**src/common/qspic_pkg.sv**
```systemverilog
// package for the queued serial master control block: register map, fields, timing
// assumes a 10 MHz system clock and a 32-bit apb register bus
package qspic_pkg;

  // register byte offsets
  localparam logic [7:0] MODE_OFS      = 8'h00; // serial_mode_config
  localparam logic [7:0] DELAY_OFS     = 8'h04; // serial_delay_enable
  localparam logic [7:0] WRAP_OFS      = 8'h08; // queue_wrap_pointers
  localparam logic [7:0] RAM_IDX_OFS   = 8'h0C; // ram_index_reg
  localparam logic [7:0] RAM_WIN_OFS   = 8'h10; // ram_window_reg

  // mode register fields
  localparam int MASTER_BIT       = 15;
  localparam int DOUT_TRI_BIT     = 14;
  localparam int BITS_LSB         = 10;
  localparam int CPOL_BIT         = 9;
  localparam int CPHA_BIT         = 8;
  localparam int BAUD_LSB         = 0;
  // delay register fields
  localparam int RUN_BIT          = 15;
  localparam int QCD_LSB          = 8;
  localparam int DTL_LSB          = 0;
  // wrap register fields
  localparam int HALT_BIT         = 15;
  localparam int WRAP_ON_BIT      = 14;
  localparam int WRAP_TGT_BIT     = 13;
  localparam int CS_IDLE_BIT      = 12;
  localparam int END_LSB          = 8;
  localparam int DONE_LSB         = 4;
  localparam int START_LSB        = 0;

  // reset values
  localparam logic [15:0] MODE_RST  = 16'h0000;
  localparam logic [15:0] DELAY_RST = 16'h0000;
  localparam logic [15:0] WRAP_RST  = 16'h0000;

  // queue storage: 16 tx words, 16 rx words, 16 command bytes = 80 bytes
  localparam int RAM_ENTRIES      = 16;
  localparam logic [6:0] TX_BASE  = 7'h00;
  localparam logic [6:0] RX_BASE  = 7'h10;
  localparam logic [6:0] CMD_BASE = 7'h20;
  localparam logic [6:0] RAM_TOP  = 7'h30;

  // command byte fields
  localparam int CMD_CONT_BIT     = 7;
  localparam int CMD_BITSE_BIT    = 6;
  localparam int CMD_DT_BIT       = 5;
  localparam int CMD_SELECT_DELAY_ON_BIT     = 4;

  // timing
  localparam int SYS_CLK_HZ       = 10_000_000;
  localparam int STD_POST_CYC     = 17;      // standard after-transfer delay
  localparam int POST_MULT        = 32;      // programmed after-transfer scale
  localparam int POST_ZERO_CYC    = 8192;    // after-transfer delay for a zero field
  localparam int DEFAULT_BITS     = 8;       // length when per-command length is off

  // serial pin group
  typedef struct packed {
    logic       sck;
    logic       dout;
    logic       dout_oe_n;
    logic [3:0] cs;
  } qspic_pins_t;

  typedef enum logic [2:0] {
    IDLE, LEAD, SHIFT, POST, NEXT
  } qspic_state_t;

endpackage

```
**src/design/qspic_ctrl.sv**
```systemverilog
// queued serial-peripheral master: control registers, queue sequencer and shifter
// assumes an apb master on clk_in, 16-bit meaningful data, serial peripherals on the pins
module qspic_ctrl
(
  input  wire logic        clk_in,
  input  wire logic        srst_in,
  input  wire logic        psel_in,
  input  wire logic        penable_in,
  input  wire logic        pwrite_in,
  input  wire logic [7:0]  paddr_in,
  input  wire logic [31:0] pwdata_in,
  output logic      [31:0] prdata_out,
  output logic             pready_out,
  output logic             pslverr_out,
  input  wire logic        din_in,
  input  wire logic        abort_lockout_in,
  output qspic_pkg::qspic_pins_t pins_out
);

  // register storage
  logic [15:0] mode_ff;                // serial_mode_config
  logic [14:0] dly_ff;                 // delay fields of serial_delay_enable
  logic        run_ff;                 // queue_run
  logic [15:0] wrap_ff;                // queue_wrap_pointers, done field unused here
  logic [3:0]  done_ptr_ff;            // queue_done_ptr
  logic [6:0]  ram_idx_ff;             // ram_index_reg
  logic [15:0] ram_ff [0:47];          // tx, rx and command words
  logic        din_s1_ff;              // synchroniser stage one
  logic        din_s2_ff;              // synchroniser stage two
  qspic_pkg::qspic_state_t state_ff;   // sequencer state
  logic [3:0]  qp_ff;                  // working queue pointer
  logic [13:0] wait_ff;                // delay counter
  logic [7:0]  div_ff;                 // baud prescaler
  logic [4:0]  edge_ff;                // sample edges left
  logic [15:0] shreg_ff;               // shift register
  logic        sck_ff;                 // serial clock level
  logic        dout_ff;                // data out level
  logic        dout_oe_n_ff;           // data out enable, low drives
  logic [3:0]  cs_ff;                  // select levels
  logic        stop_req_ff;            // halt latched for this command

  logic        wr_acc;                 // apb write access cycle
  logic        rd_acc;                 // apb read access cycle
  logic        half_tick;              // one half serial clock period elapsed
  logic [15:0] cmd_w;                  // current command byte
  logic [4:0]  nbits;                  // bits this entry
  logic        sw_clear_run;           // software abort request
  logic        done_cmd;               // post delay finished
  logic [13:0] lead_w;                 // system clock cycles from select to first edge

  // field decode used by the shifter through nbits
  function automatic logic [4:0] bits_of(input logic [3:0] code, input logic use_field);
    if (!use_field)
      bits_of = 5'(qspic_pkg::DEFAULT_BITS);
    else if (code == 4'h0)
      bits_of = 5'h10;
    else
      bits_of = {1'b0, code};                      // reserved codes 1-7 pass through
  endfunction

  assign wr_acc       = psel_in && penable_in && pwrite_in;
  assign rd_acc       = psel_in && penable_in && !pwrite_in;
  assign cmd_w        = ram_ff[6'(qspic_pkg::CMD_BASE) + 6'(qp_ff)];
  assign nbits        = bits_of(mode_ff[qspic_pkg::BITS_LSB +: 4], cmd_w[qspic_pkg::CMD_BITSE_BIT]);
  // baud zero freezes the prescaler, so no serial clock ever runs
  assign half_tick    = (mode_ff[7:0] != 8'h00) && (div_ff == 8'h01);
  assign sw_clear_run = wr_acc && (paddr_in == qspic_pkg::DELAY_OFS)
                        && !pwdata_in[qspic_pkg::RUN_BIT] && !abort_lockout_in;
  assign done_cmd     = (state_ff == qspic_pkg::POST) && (wait_ff == 14'h0001);
  // lead length: programmed field when the command asks for it and the field is non-zero, else half a serial period
  assign lead_w       = (cmd_w[qspic_pkg::CMD_SELECT_DELAY_ON_BIT] && dly_ff[14:8] != 7'h00)
                        ? {7'h00, dly_ff[14:8]} : {6'h00, mode_ff[7:0]};

  // apb answers in the access cycle, never stalls
  always_ff @(posedge clk_in)
  begin
    if (srst_in)
    begin
      pready_out  <= 1'b0;
      pslverr_out <= 1'b0;
    end
    else
    begin
      pready_out  <= psel_in && !penable_in;
      // addresses above the ram window answer with an error
      pslverr_out <= psel_in && !penable_in && (paddr_in > qspic_pkg::RAM_WIN_OFS);
    end
  end

  // read data mux, registered from the setup cycle
  always_ff @(posedge clk_in)
  begin
    if (srst_in)
      prdata_out <= 32'h0000_0000;
    else if (psel_in && !penable_in && !pwrite_in)
    begin
      unique case (paddr_in)
        qspic_pkg::MODE_OFS:    prdata_out <= {16'h0000, mode_ff};
        qspic_pkg::DELAY_OFS:   prdata_out <= {16'h0000, run_ff, dly_ff};
        qspic_pkg::WRAP_OFS:    prdata_out <= {16'h0000, wrap_ff[15:8], done_ptr_ff, wrap_ff[3:0]};
        qspic_pkg::RAM_IDX_OFS: prdata_out <= {25'h0000000, ram_idx_ff};
        qspic_pkg::RAM_WIN_OFS: prdata_out <= (ram_idx_ff < qspic_pkg::RAM_TOP)
                                              ? {16'h0000, ram_ff[6'(ram_idx_ff)]} : 32'h0000_0000;
        default:                prdata_out <= 32'h0000_0000;
      endcase
    end
  end

  // mode, delay and wrap control fields
  always_ff @(posedge clk_in)
  begin
    if (srst_in)
    begin
      mode_ff <= qspic_pkg::MODE_RST;
      wrap_ff <= qspic_pkg::WRAP_RST;
      dly_ff  <= qspic_pkg::DELAY_RST[14:0];
    end
    else if (wr_acc)
    begin
      // master bit is stored only; the block is master regardless
      if (paddr_in == qspic_pkg::MODE_OFS)
        mode_ff <= pwdata_in[15:0];
      if (paddr_in == qspic_pkg::DELAY_OFS)
        dly_ff <= pwdata_in[14:0];
      if (paddr_in == qspic_pkg::WRAP_OFS)
        wrap_ff <= pwdata_in[15:0];
    end
  end

  // run bit: software sets, hardware clears at queue end
  always_ff @(posedge clk_in)
  begin
    if (srst_in)
      run_ff <= 1'b0;
    else if (wr_acc && (paddr_in == qspic_pkg::DELAY_OFS) && pwdata_in[qspic_pkg::RUN_BIT])
      run_ff <= 1'b1;
    else if (sw_clear_run)
      run_ff <= 1'b0;
    else if (state_ff == qspic_pkg::NEXT && (stop_req_ff
             || (qp_ff == wrap_ff[qspic_pkg::END_LSB +: 4] && !wrap_ff[qspic_pkg::WRAP_ON_BIT])))
      run_ff <= 1'b0;
  end

  // index register and window access to the queue storage
  always_ff @(posedge clk_in)
  begin
    if (srst_in)
      ram_idx_ff <= 7'h00;
    else if (wr_acc && paddr_in == qspic_pkg::RAM_IDX_OFS)
      ram_idx_ff <= pwdata_in[6:0];
    else if ((wr_acc || rd_acc) && paddr_in == qspic_pkg::RAM_WIN_OFS && ram_idx_ff < qspic_pkg::RAM_TOP)
      ram_idx_ff <= ram_idx_ff + 7'h01;            // auto increment eases block fills
  end

  // storage writes: software through window, receive data from the shifter
  always_ff @(posedge clk_in)
  begin
    if (wr_acc && paddr_in == qspic_pkg::RAM_WIN_OFS && ram_idx_ff < qspic_pkg::RAM_TOP)
      ram_ff[6'(ram_idx_ff)] <= pwdata_in[15:0];
    else if (state_ff == qspic_pkg::SHIFT && edge_ff == 5'h00)
      ram_ff[6'(qspic_pkg::RX_BASE) + 6'(qp_ff)] <= shreg_ff;
  end

  // input synchroniser
  always_ff @(posedge clk_in)
  begin
    if (srst_in)
    begin
      din_s1_ff <= 1'b0;
      din_s2_ff <= 1'b0;
    end
    else
    begin
      din_s1_ff <= din_in;
      din_s2_ff <= din_s1_ff;
    end
  end

  // baud prescaler, one tick every baud cycles
  // primed outside shift so the first edge fires on the first shift cycle; keeps the lead exact
  always_ff @(posedge clk_in)
  begin
    if (srst_in || state_ff != qspic_pkg::SHIFT)
      div_ff <= 8'h01;
    else if (div_ff == 8'h01)
      div_ff <= mode_ff[7:0];
    else if (div_ff != 8'h00)
      div_ff <= div_ff - 8'h01;
  end

  // queue sequencer
  always_ff @(posedge clk_in)
  begin
    if (srst_in || sw_clear_run)
    begin
      state_ff    <= qspic_pkg::IDLE;              // abort drops the transfer at once
      qp_ff       <= 4'h0;
      wait_ff     <= 14'h0000;
      stop_req_ff <= 1'b0;
      if (srst_in)
        done_ptr_ff <= 4'h0;
    end
    else
    begin
      if (wrap_ff[qspic_pkg::HALT_BIT] && state_ff != qspic_pkg::IDLE)
        stop_req_ff <= 1'b1;
      unique case (state_ff)
        qspic_pkg::IDLE:
        begin
          stop_req_ff <= 1'b0;
          if (run_ff && !wrap_ff[qspic_pkg::HALT_BIT])
          begin
            qp_ff   <= wrap_ff[qspic_pkg::START_LSB +: 4];
            state_ff <= qspic_pkg::LEAD;
            wait_ff  <= 14'h0000;
          end
        end
        qspic_pkg::LEAD:
        begin
          // lead delay counted while selects are active
          // leave one cycle early: the first serial edge comes on the first shift cycle
          if (wait_ff == 14'h0000)
          begin
            wait_ff <= lead_w;
            if (lead_w == 14'h0001)
              state_ff <= qspic_pkg::SHIFT;        // one-cycle lead
          end
          else if (wait_ff == 14'h0002)
          begin
            state_ff <= qspic_pkg::SHIFT;
            wait_ff  <= 14'h0000;
          end
          else
            wait_ff <= wait_ff - 14'h0001;
        end
        qspic_pkg::SHIFT:
        begin
          // every bit sampled and the clock back at its idle level, in either polarity
          if (edge_ff == 5'h00 && sck_ff == mode_ff[qspic_pkg::CPOL_BIT])
          begin
            state_ff <= qspic_pkg::POST;
            if (!cmd_w[qspic_pkg::CMD_DT_BIT])
              wait_ff <= 14'(qspic_pkg::STD_POST_CYC);
            else if (dly_ff[7:0] == 8'h00)
              wait_ff <= 14'(qspic_pkg::POST_ZERO_CYC);
            else
              wait_ff <= 14'({dly_ff[7:0], 5'b00000});                 // 32x
          end
        end
        qspic_pkg::POST:
        begin
          if (done_cmd)
          begin
            done_ptr_ff <= qp_ff;
            state_ff    <= qspic_pkg::NEXT;
          end
          wait_ff <= wait_ff - 14'h0001;
        end
        qspic_pkg::NEXT:
        begin
          state_ff <= qspic_pkg::LEAD;
          wait_ff  <= 14'h0000;
          if (stop_req_ff)
            state_ff <= qspic_pkg::IDLE;
          else if (qp_ff == wrap_ff[qspic_pkg::END_LSB +: 4])
          begin
            if (!wrap_ff[qspic_pkg::WRAP_ON_BIT])
              state_ff <= qspic_pkg::IDLE;
            else if (wrap_ff[qspic_pkg::WRAP_TGT_BIT])
              qp_ff <= wrap_ff[qspic_pkg::START_LSB +: 4];
            else
              qp_ff <= 4'h0;
          end
          else
            qp_ff <= qp_ff + 4'h1;
        end
        default:
          state_ff <= qspic_pkg::IDLE;
      endcase
    end
  end

  // serial clock, shifter and data out
  always_ff @(posedge clk_in)
  begin
    if (srst_in || state_ff != qspic_pkg::SHIFT)
    begin
      sck_ff   <= mode_ff[qspic_pkg::CPOL_BIT];
      edge_ff  <= 5'h00;
      if (state_ff == qspic_pkg::LEAD && !srst_in)
      begin
        shreg_ff <= ram_ff[6'(qspic_pkg::TX_BASE) + 6'(qp_ff)] << (5'h10 - nbits);
        edge_ff  <= nbits;
        // phase 0 presents the first bit before the leading edge
        if (!mode_ff[qspic_pkg::CPHA_BIT])
          dout_ff <= ram_ff[6'(qspic_pkg::TX_BASE) + 6'(qp_ff)][4'(nbits - 5'h01)];
      end
      else if (srst_in)
      begin
        shreg_ff <= 16'h0000;
        dout_ff  <= 1'b0;
      end
    end
    else if (half_tick)
    begin
      sck_ff <= !sck_ff;
      // sample edge: the leading edge in phase 0, the trailing edge in phase 1
      if ((sck_ff == mode_ff[qspic_pkg::CPOL_BIT]) != mode_ff[qspic_pkg::CPHA_BIT])
      begin
        shreg_ff <= {shreg_ff[14:0], din_s2_ff};   // sample edge
        if (edge_ff != 5'h00)
          edge_ff <= edge_ff - 5'h01;
      end
      else
        dout_ff <= shreg_ff[15];                   // change edge, next bit always on top
    end
  end

  // select lines and output enable
  always_ff @(posedge clk_in)
  begin
    if (srst_in)
    begin
      cs_ff        <= 4'h0;
      dout_oe_n_ff <= 1'b0;
    end
    else
    begin
      if (state_ff == qspic_pkg::LEAD || state_ff == qspic_pkg::SHIFT
          || (state_ff == qspic_pkg::POST && cmd_w[qspic_pkg::CMD_CONT_BIT]))
        cs_ff <= cmd_w[3:0];
      else
        cs_ff <= {4{wrap_ff[qspic_pkg::CS_IDLE_BIT]}};
      dout_oe_n_ff <= (state_ff != qspic_pkg::SHIFT) && mode_ff[qspic_pkg::DOUT_TRI_BIT];
    end
  end

  assign pins_out = '{sck: sck_ff, dout: dout_ff, dout_oe_n: dout_oe_n_ff, cs: cs_ff};

endmodule

```
**config.mk**
```make
export PLATFORM = sky130hd
export DESIGN_NAME = qspic_ctrl
export DESIGN_NICKNAME = d
export VERILOG_FILES = /design/src/common/qspic_pkg.sv /design/src/design/qspic_ctrl.sv
export SDC_FILE = /design/constraint.sdc
export NUM_CORES = 1
export LEC_CHECK = 0
export ABC_AREA = 0
export ABC_CLOCK_PERIOD_IN_PS = 10710
export BUFFER_PORTS_ARGS = -buffer_cell sky130_fd_sc_hd__buf_2
export CAP_MARGIN = 25
export CORE_ASPECT_RATIO = 1.4
export CORE_MARGIN = 8
export CORE_UTILIZATION = 55
export DETAILED_ROUTE_END_ITERATION = 12
export PLACE_DENSITY = 0.71
export SYNTH_ARGS = -nofsm -noshare
export SYNTH_HDL_FRONTEND = slang
export SYNTH_SLANG_ARGS = --single-unit
```
**constraint.sdc**
```tcl
create_clock -name clk_in -period 10.71 [get_ports clk_in]
set_clock_uncertainty 0.05 [all_clocks]
set_input_delay 0 -clock clk_in [delete_from_list [all_inputs] [get_ports clk_in]]
set_output_delay 0 -clock clk_in [all_outputs]
set_load 0.01 [all_outputs]
```
=== Word level (Yosys, flattened, before mapping) ===
Memories as Yosys holds them, arrays and structs flattened. A register that Yosys moved wholly into a read port is not among the register bits.
Cells that the tools add are included.

* Memory bits (writable): 768
* Memories kept: 1
* Register bits: 153
* Input bits: 47

* Eq/ne operators: 27
* Add/subtract/negate cells: 9
* Reductions and logical operators: 74
* Shift-type cells: 1
* Magnitude comparators: 3
* Multiplexer cells: 72

{| class="wikitable"
|+ Memory list
! memory !! depth !! width !! read ports !! clocked after Yosys merged registers in !! wr ports !! line !! source
|-
| ram_ff || 48 || 16 || 3 || 2 || 1 || qspic_ctrl.sv:27 || <nowiki>logic [15:0] ram_ff [0:47];</nowiki>
|}

{| class="wikitable"
|+ Operators by type and width
! kind !! count
|-
| 16-bit two-way mux || 7
|-
| 14-bit two-way mux || 6
|-
| 16-bit one-hot mux with 5 select lines || 1
|-
| 14-bit one-hot mux with 5 select lines || 1
|-
| 4-bit two-way mux || 10
|-
| 5-bit two-way mux || 7
|-
| 6-bit two-way mux || 5
|-
| 1-bit logical AND || 27
|-
| 8-bit two-way mux || 3
|-
| 1-bit two-way mux || 21
|-
| 3-bit two-way mux || 6
|-
| 8-bit by 1-bit equality test with 1-bit output (second input constant) || 2
|-
| 8-bit by 4-bit equality test with 1-bit output (second input constant) || 2
|-
| 8-bit zero test || 2
|-
| 2-bit nonzero test || 8
|-
| 8-bit nonzero test || 2
|-
| 16-bit OR reduction || 1
|-
| 16-bit by 5-bit << shifter with 16-bit output || 1
|-
| 3-bit one-hot mux with 5 select lines || 1
|-
| 14-bit by 1-bit equality test with 1-bit output (second input constant) || 1
|-
| 14-bit by 2-bit equality test with 1-bit output (second input constant) || 1
|-
| 14-bit zero test || 1
|-
| 7-bit two-way mux || 2
|-
| 14-bit by 1-bit subtractor with 14-bit output (second input constant) || 1
|-
| other kinds (37) || 67
|}

=== Logic depth before layout (Yosys ltp) ===
Gate-level depths: netlist (run 1).

* Word-level depth: 9
* Depth in mapped cells: 15
* Mapped depth without buffers: 12

=== Worst setup path before layout (run 1) ===
No wires, ideal clock.

* Path type: register -> register
* Start: register qp_ff[1]
* End: register shreg_ff[0] (data pin)
* Path slack: 6.980 ns
* Setup time: 0.256 ns
* Arrival time: 3.424 ns
* Clock period less this slack: 3.730 ns
* Stages on the path, launching flop included: 15
* Path buffers: 3
* Cells stage by stage: dfxtp_1 buf_2 or2_1 o22ai_1 o21a_1 clkbuf_1 o21ai_0 ha_1 or3_1 a21o_1 o41ai_2 or2_1 buf_2 nor3_1 a22o_1

* Word-level cells in the longest chain between the ends: 7

{| class="wikitable"
|+ RTL lines
! element !! line !! source
|-
| from (decl) || qspic_ctrl.sv:31 || <nowiki>logic [3:0] qp_ff;</nowiki>
|-
| from (signal assigned) || qspic_ctrl.sv:213 || <nowiki>qp_ff <= wrap_ff[qspic_pkg::START_LSB +: 4];</nowiki>
|-
| from (signal assigned) || qspic_ctrl.sv:270 || <nowiki>qp_ff <= wrap_ff[qspic_pkg::START_LSB +: 4];</nowiki>
|-
| from (signal assigned) || qspic_ctrl.sv:275 || <nowiki>qp_ff <= qp_ff + 4'h1;</nowiki>
|-
| 6-bit by 4-bit adder with 6-bit output || qspic_ctrl.sv:63 || <nowiki>assign cmd_w = ram_ff[6'(qspic_pkg::CMD_BASE) + 6'(qp_ff)];</nowiki>
|-
| memory read 48 x 16 bit || - ||
|-
| 5-bit two-way mux || qspic_ctrl.sv:53 || <nowiki>if (!use_field)</nowiki>
|-
| 5-bit subtractor || qspic_ctrl.sv:292 || <nowiki>shreg_ff <= ram_ff[6'(qspic_pkg::TX_BASE) + 6'(qp_ff)] << (5'h10 - nbits);</nowiki>
|-
| 16-bit by 5-bit << shifter with 16-bit output || qspic_ctrl.sv:292 ||
|-
| 16-bit two-way mux || qspic_ctrl.sv:290 || <nowiki>if (state_ff == qspic_pkg::LEAD && !srst_in)</nowiki>
|-
| 16-bit two-way mux || qspic_ctrl.sv:286 || <nowiki>if (srst_in || state_ff != qspic_pkg::SHIFT)</nowiki>
|-
| to (signal assigned) || qspic_ctrl.sv:292 ||
|-
| to (signal assigned) || qspic_ctrl.sv:310 || <nowiki>shreg_ff <= {shreg_ff[14:0], din_s2_ff};</nowiki>
|-
| to (decl) || qspic_ctrl.sv:35 || <nowiki>logic [15:0] shreg_ff;</nowiki>
|}

Every way passes these cells.
A chain may end at the register's enable or synchronous reset.

=== Worst setup path in the final report (run 1) ===
Ends and elaborated chain as after synthesis.

==> results of run 1 <==
cells in the final DEF (no fill, tap or decap), types with 36 or more instances in the layout:
cell / n
a21oi_1: 36
a22oi_1: 43
buf_2: 56
buf_4: 63
clkbuf_16: 87
dfxtp_1: 108
edfxtp_1: 795
mux2_2: 50
mux2i_1: 55
mux4_2: 357
nand2_1: 143
nor2_1: 142
report_power, final:
part | leakage (nW) | switching [mW] | internal [mW]
Clock | 1.35 | 1.30 | 1.70
Combinational | 4.57 | 0.148 | 0.0463
Sequential | 8.13 | 0.00901 | 3.90
Total | 14.1 | 1.46 | 5.64
per-layer routing:
metal  vias up  track usage  wire length [um]
li1       9553            -                 -
met1     11900        0.313             37300
met2      1216        0.430             53300
met3       319       0.0347              7460
met4         0        0.149              6580
met5         -            0                 0
worst min path at each step:
| stage | start | endpoint | depth (start not counted) |
|---|---|---|---|
| final | pwrite_in | dly_ff[6] | 6 |
| after global routing | pwrite_in | dly_ff[6] | 6 |
| after CTS | pwrite_in | dly_ff[6] | 6 |
| after detailed placement | din_in | din_s1_ff | 2 |
| after global placement | din_in | din_s1_ff | 2 |
| after floorplan | din_in | din_s1_ff | 1 |
state kept, by name, indices dropped and copies added, names as in the netlist, 3 cells and up, named ones only:
signal	cells
edge_ff	5
dly_ff	15
done_ptr_ff	4
mode_ff	16
ram_idx_ff	7
wait_ff	14
wrap_ff	12
shreg_ff	16
prdata_out	16
div_ff	8
cs_ff	4
qp_ff	4
state_ff	3
ram_ff	768
metrics by stage:
stage | power, mW | area [um^2] | instances | hold WS, ns
after global placement | 4.15 | 41600 | 3200 | 0.166
after floorplan | 4.08 | 40400 | 2302 | 0.0782
after detailed placement | 4.16 | 41700 | 3208 | 0.183
final | 7.11 | 44900 | 3395 | 0.0557
after global routing | 7.29 | 44900 | 3395 | 0.0855
after CTS | 7.14 | 44800 | 3389 | 0.0134
cells by family after synthesis:
| logic type | after synthesis | synth area share |
|---|---|---|
| AOI/OAI and AO/OA | 254 | 0.0444 |
| and+or+nand+nor | 425 | 0.0468 |
| buffers and inverters | 188 | 0.0211 |
| DFF | 911 | 0.649 |
| xor gates and xnor gates | 29 | 0.00630 |
| muxes | 468 | 0.229 |
| adders and majority gates | 11 | 0.00341 |
| other | 1 | 0.0000930 |
critical path, cell delays in order (launching register included):
cell     delay (ns)
dfxtp_2        0.31
buf_4          0.50
mux4_2         0.38
a22o_1         0.55
nand2_1        0.39
nand2_2        0.38
inv_2          0.18
ha_1           0.32
or3_1          0.33
a21o_1         0.21
o41ai_2        0.22
buf_4          0.23
or2_1          0.28
nor3_1         0.17
a22o_1         0.24
area by class of cell:
cell class	instances	share of cell area
Timing Repair Buffer	162	0.0292
Sequential cell	911	0.584
Clock buffer	106	0.0516
Tap cell	952	0.0265
Inverter	16	0.00134
Multi-Input combinational cell	1203	0.298
Clock inverter	45	0.00922
==> results, run 1 <==
- The number of enable-type register cells in the synthesized netlist is 795.
- At the later pin of the worst-skew pair, clock insertion delay measures approximately 0.65 ns.
- The number of detailed-routing iterations run before antenna repair is 6.
- STA classifies the critical path endpoint as a flop.
- The area occupied by multi-input gates is roughly 13,000 um^2.
- In this run the power density over the cells is roughly 160 nW/um^2.
- Setup slack on the worst reg-to-reg path comes out at 5.67 ns.
- At the worst endpoint, the required time is approximately 11 ns.
- Clock-pin slew was measured on the worst setup and hold paths at roughly 0.06 ns.
- The layout filler cell count is 4,991.
- The share of the yosys chip area belonging to registers is 0.649.
- The cell at the root of the clock tree is clkbuf_16.
- The area of the mapped netlist is around 40,000 um^2.
- The capture point of the worst reg-to-reg path is shreg_ff[0].
- The number of antenna diodes in the final layout is 0.
- The commonest cells after synthesis are edfxtp_1, mux4_2, nor2_1, nand2_1, dfxtp_1.
- Entering global routing, the biggest net connects between 100 and 150 pins.
- Compared with the post-synthesis result, the final layout area differs by 11.3%.
- The source of the worst register-to-register timing path is qp_ff[1].
- The vertical extent of the die is around 340 um.
- In the final layout, the share of cells above drive strength 1 is 0.282.
- The minimum period implied by the final worst setup slack is 5.04 ns.
- The number of remaining DRC errors is 0.
- For this block, the initial DRC count from the detailed router was roughly 2,500.
- The relative slew slack is 0.304.
- Of the available clock period, the critical path in the final layout requires 0.470.
- The die covers 82,400 um^2.
- Gates resized during post-CTS repair numbered 0.
- The min-delay analysis places its worst path in the category in2reg.
- After layout, the worst setup slack is between 5 and 6 ns.
- The count of hold buffers inserted by post-cts repair is 30.
- The floorplan row count is roughly 120.
- The average size of a mapped cell is ~18 um^2.
- The final core utilization is 0.617.
- The max-cap check violation count is 0.
- The number of antenna violations at the first check in global routing was 1.
- The final layout contains routed wiring with a total length of approximately 100 mm.
- 88 I/O pins were placed.
- The port buffer count is 55.
- The buffer depth of the longest clock path is 3.
- Setup violations remaining at the end of the flow were counted as 0.
- For this run, the total global-route usage over all layers was measured as 0.254.
- The capture point of the worst path is shreg_ff[0].
- The number of vias after detailed routing is around 23,000.
- Setup repair after global routing left no endpoint under its margin.
- The slew of the pin with the lowest slew margin is 1.04 ns.
- The leading area contributor after synthesis is edfxtp_1.
- After routing, the total negative slack on setup checks comes to 0 ns.
- The worst IR drop on VDD is around 120 uV.
- The critical path data arrival time is between 5 and 6 ns.
- After detailed routing, the number of vias per cell comes to 6.76.
- The sequential cell area is 26,200 um^2.
- The number of flip-flops and latches in the synthesized netlist is between 900 and 1,000.
- The total count of max-transition violations in the final report came to 0.
- At the end of the flow, the number of nets in the layout was approximately 2,400.
- Summed over all layers, the global routing overflow is 0.
- After detailed routing, the average wire length per cell comes to roughly 31 um.
- The die width is between 200 and 250 um.
- Of the post-synthesis cell area, the dominant cell type holds 0.592.
- Counting distinct cell types in the post-synthesis netlist gives 71.
- The clock buffer count from CTS is a little over 80.
- The nature of the critical path startpoint is a flop.
- The first-pass GRT wire length is approximately 150 mm.
- After clock tree synthesis, the setup repair step added 0 buffers.
- Counting cells, the worst reg-to-reg path comes to 14.
- The worst setup timing slack at the placement stage is between 5 and 6 ns.
- The most common cell in the synthesized netlist is edfxtp_1.
- The largest driver fanout on the critical path is 40.
- TritonCTS built the clock tree.
- The number of global-route vias before repair was around 23,000.
- The most used flip-flop cell after synthesis is edfxtp_1.
- The initial cell density of the core is 0.555.
- The number of hold-slack violations in the final timing report is 0.
- The floorplan step defined a core boundary enclosing slightly above 70,000 um^2.
- The share of flip-flops with an asynchronous set or reset after synthesis is 0.
- The residual antenna-violating net count after detailed routing is 0.
- The number of clock sinks is ~910.
- Yosys printed 0 warnings.
- The flow ran to the end, and the final reports show no timing, DRC or antenna violations.
- For this design the static power due to leakage is around 14 nW.
- The cell count after synthesis is about 2,300.
- The congestion estimate from routability-driven global placement came to between 0.9 and 1.
- The highest attainable clock frequency is 199 MHz.
- By area the synthesized netlist is led by edfxtp_1, mux4_2, dfxtp_1.
- The first element of the critical path is qp_ff[1].
- The HPWL after detailed placement is slightly above 60 mm.
- The H-tree was split into 3 levels.
- The critical path is of the reg2reg type.
(Power assumes the default switching activity.)
==> run 2, diff against run 1 <==
ABC_CLOCK_PERIOD_IN_PS = 4500   (was 10710)
PLACE_DENSITY = 0.74   (was 0.71)
clock period = 4.5 ns   (was 10.71 ns; I/O delays follow)
==> run 2 against run 1 <==
The flow now finishes with violations (negative hold slack); global-route usage is 0.80 points higher; highest routed layer unchanged; via count is 2.1% higher; setup slack worse by 5.0 ns; worst hold slack worse by 0.10 ns; non-clock buffer count is 20 higher.
==> results, run 2 (synthesis results as in run 1) <==
- The post-CTS setup repair buffer count is 0.
- The vertical extent of the die is approximately 340 um.
- For the worst setup path, the data required time is 4.83 ns.
- In the final routed layout, each cell accounts on average for approximately 32 um.
- The detailed router finished its first iteration with 2,948 violations.
- Once placement completed, the tool counted placed cells totaling roughly 3,200.
- The area occupied by multi-input gates is ~13,000 um^2.
- The run finished, with violations left.
- The classification of the worst-slack hold path is in2reg.
- Hold timing on the final database bottoms out at a slack of -0.0457 ns.
- The layout net count is 2,453.
- In this run the core area contains 117 standard-cell rows.
- The routed design has 108 mm of wire.
- The library cell used most frequently in the layout, excluding fill and tap cells, is edfxtp_1.
- The number of hold-slack violations in the final timing report is 1.
- For this configuration, the core starts out at a cell density of 0.555.
- The critical path is of the reg2reg type.
- The global-route congestion overflow total is 0.
- The HPWL after detailed placement is 65.2 mm.
- In this run, CTS created clock tree buffers numbering 81.
- The count of placed standard cells in the final layout, fillers left out is approximately 3,400.
- The critical path capture point type is a flop.
- The power density normalized to cell area is roughly 380 nW/um^2.
- The minimum period implied by the final worst setup slack is 3.86 ns.
- The final core utilization is 0.620.
- The largest driver fanout on the critical path is 15.
- In the finished design, the share of the clock period the worst path needs comes to 0.858.
- The critical path data arrival time is 4.19 ns.
- The number of remaining DRC errors is 0.
- The layout filler cell count is slightly below 5,000.
- The total count of max-transition violations in the final report is 0.
- Counting every sink on the clock net gives approximately 910.
- The number of vias after detailed routing is between 20,000 and 25,000.
- The count of hold buffers inserted by post-cts repair is 27.
- The highest attainable clock frequency is between 200 and 300 MHz.
- The root buffer cell chosen for the clock tree is clkbuf_16.
- In this run the horizontal extent of the chip is 245 um.
- The worst IR drop on VDD is ~270 uV.
- Leaving out fill and tap cells, the most frequent cells in the layout are edfxtp_1, mux4_2, nor2_1.
- The sequential cells in the finished layout cover a total of approximately 26,000 um^2.
- The clock tree from TritonCTS is built.
- Entering global routing, the biggest net connects 85 pins.
- The pre-antenna-repair detailed-routing pass consisted of 6 iterations.
- The congestion estimate from routability-driven global placement came to between 0.9 and 1.
- The worst pin sits at a relative slew slack of 0.313.
- The detail route stage leaves a number of antenna-violating nets equal to 0.
- Post-CTS repair changed the size of 0 cells.
- The first global-routing pass estimated 158 mm of wire.
- The die outline area is between 80,000 and 90,000 um^2.
- The number of failing setup endpoints in the final timing report is 0.
- The share of post-route cells with drive strength above 1 is 0.285.
- The nature of the critical path startpoint is a flop.
- Counting flops per register, the top entry is ram_ff.
- The number of flip-flops under the largest register name is about 770.
- For this run, the total global-route usage over all layers was measured as 0.262.
- The total core area is 72,800 um^2.
- The analysis attributes to cell leakage a power of 14.2 nW.
- CTS built an H-tree with a depth of 3.
- Setup repair after global routing left no endpoint under its margin.
- At the later pin of the worst-skew pair, clock insertion delay measures 0.66 ns.
- The clock passes through at most 3 buffers.
- The slew of the pin with the lowest slew margin is a little over 1 ns.
- The setup TNS after final layout is 0 ns.
- The layout overhead on the synthesized area is 11.8%.
- The number of vias per cell after detailed routing is 6.86.
- Clock-pin slew was measured on the worst setup and hold paths at roughly 0.070 ns.
- The final antenna diode count is 0.
- The checks that failed: negative hold slack.
- The number of global-route vias before repair is roughly 24,000.
- The max-cap check violation count is 0.
- 88 I/O pins were placed.
- The number of antenna violations at the first check in global routing was 2.
- The count of buffers added on input and output ports is 55.
run 2: cell count changes in the layout (fill, tap and decap cells not counted), sizes merged:
cell / previous run / this run
clkinv: 34 / 29
bufinv: 7 / 15
clkinvlp: 1 / 3
buf: 132 / 155
clkbuf: 106 / 99
dlygate4sd3: 30 / 27
run 2: path summary, 6_finish.rpt:
path          startpoint            end  slack, ns  cells after the start
max             qp_ff[0]    shreg_ff[0]       0.64                     12
min          paddr_in[6]  prdata_out[3]      -0.05                      6
max reg2reg     qp_ff[0]    shreg_ff[0]       0.64                     12
min reg2reg    din_s1_ff      din_s2_ff       0.40                      1
run 2: area by class of cell:
class	count	share of cell area
clock inverter	50	0.0149
multi-input combinational	1203	0.297
sequential	911	0.581
timing repair buffer	182	0.0317
inverter	16	0.00133
tap	952	0.0264
clock buffer	99	0.0478
run 2: per-layer routing:
metal	global-route usage	vias up	routed length (um)
met2	0.444	1430	55200
met1	0.312	12000	36600
met5	0	-	0
met3	0.0398	369	8920
met4	0.168	0	7400
li1	-	9586	-
run 2: power by group:
part	total, mW	switching, mW	internal, mW
registers	9.29	0.0200	9.27
logic	0.457	0.354	0.103
clock network	7.42	3.12	4.30
total	17.2	3.49	13.7
run 2: metrics by stage:
step	total power [mW]	setup WS (ns)	area [um^2]
after global routing	17.6	0.377	45100
after detailed placement	9.91	0.687	42000
after global placement	9.89	0.752	42000
after CTS	17.2	0.658	45100
final	17.2	0.639	45100
after floorplan	9.72	0.770	40400
run 2: worst max-delay path, stage by stage (launching register included):
cell and delay (ns):
dfxtp_2 0.52, buf_4 0.35, nor2b_1 0.20, a22o_1 0.24, buf_4 0.22, o21ai_0 0.10
ha_1 0.29, or3_1 0.33, a21o_1 0.20, o41ai_2 0.36, or2_1 0.34, nor3_1 0.16
a22o_1 0.23
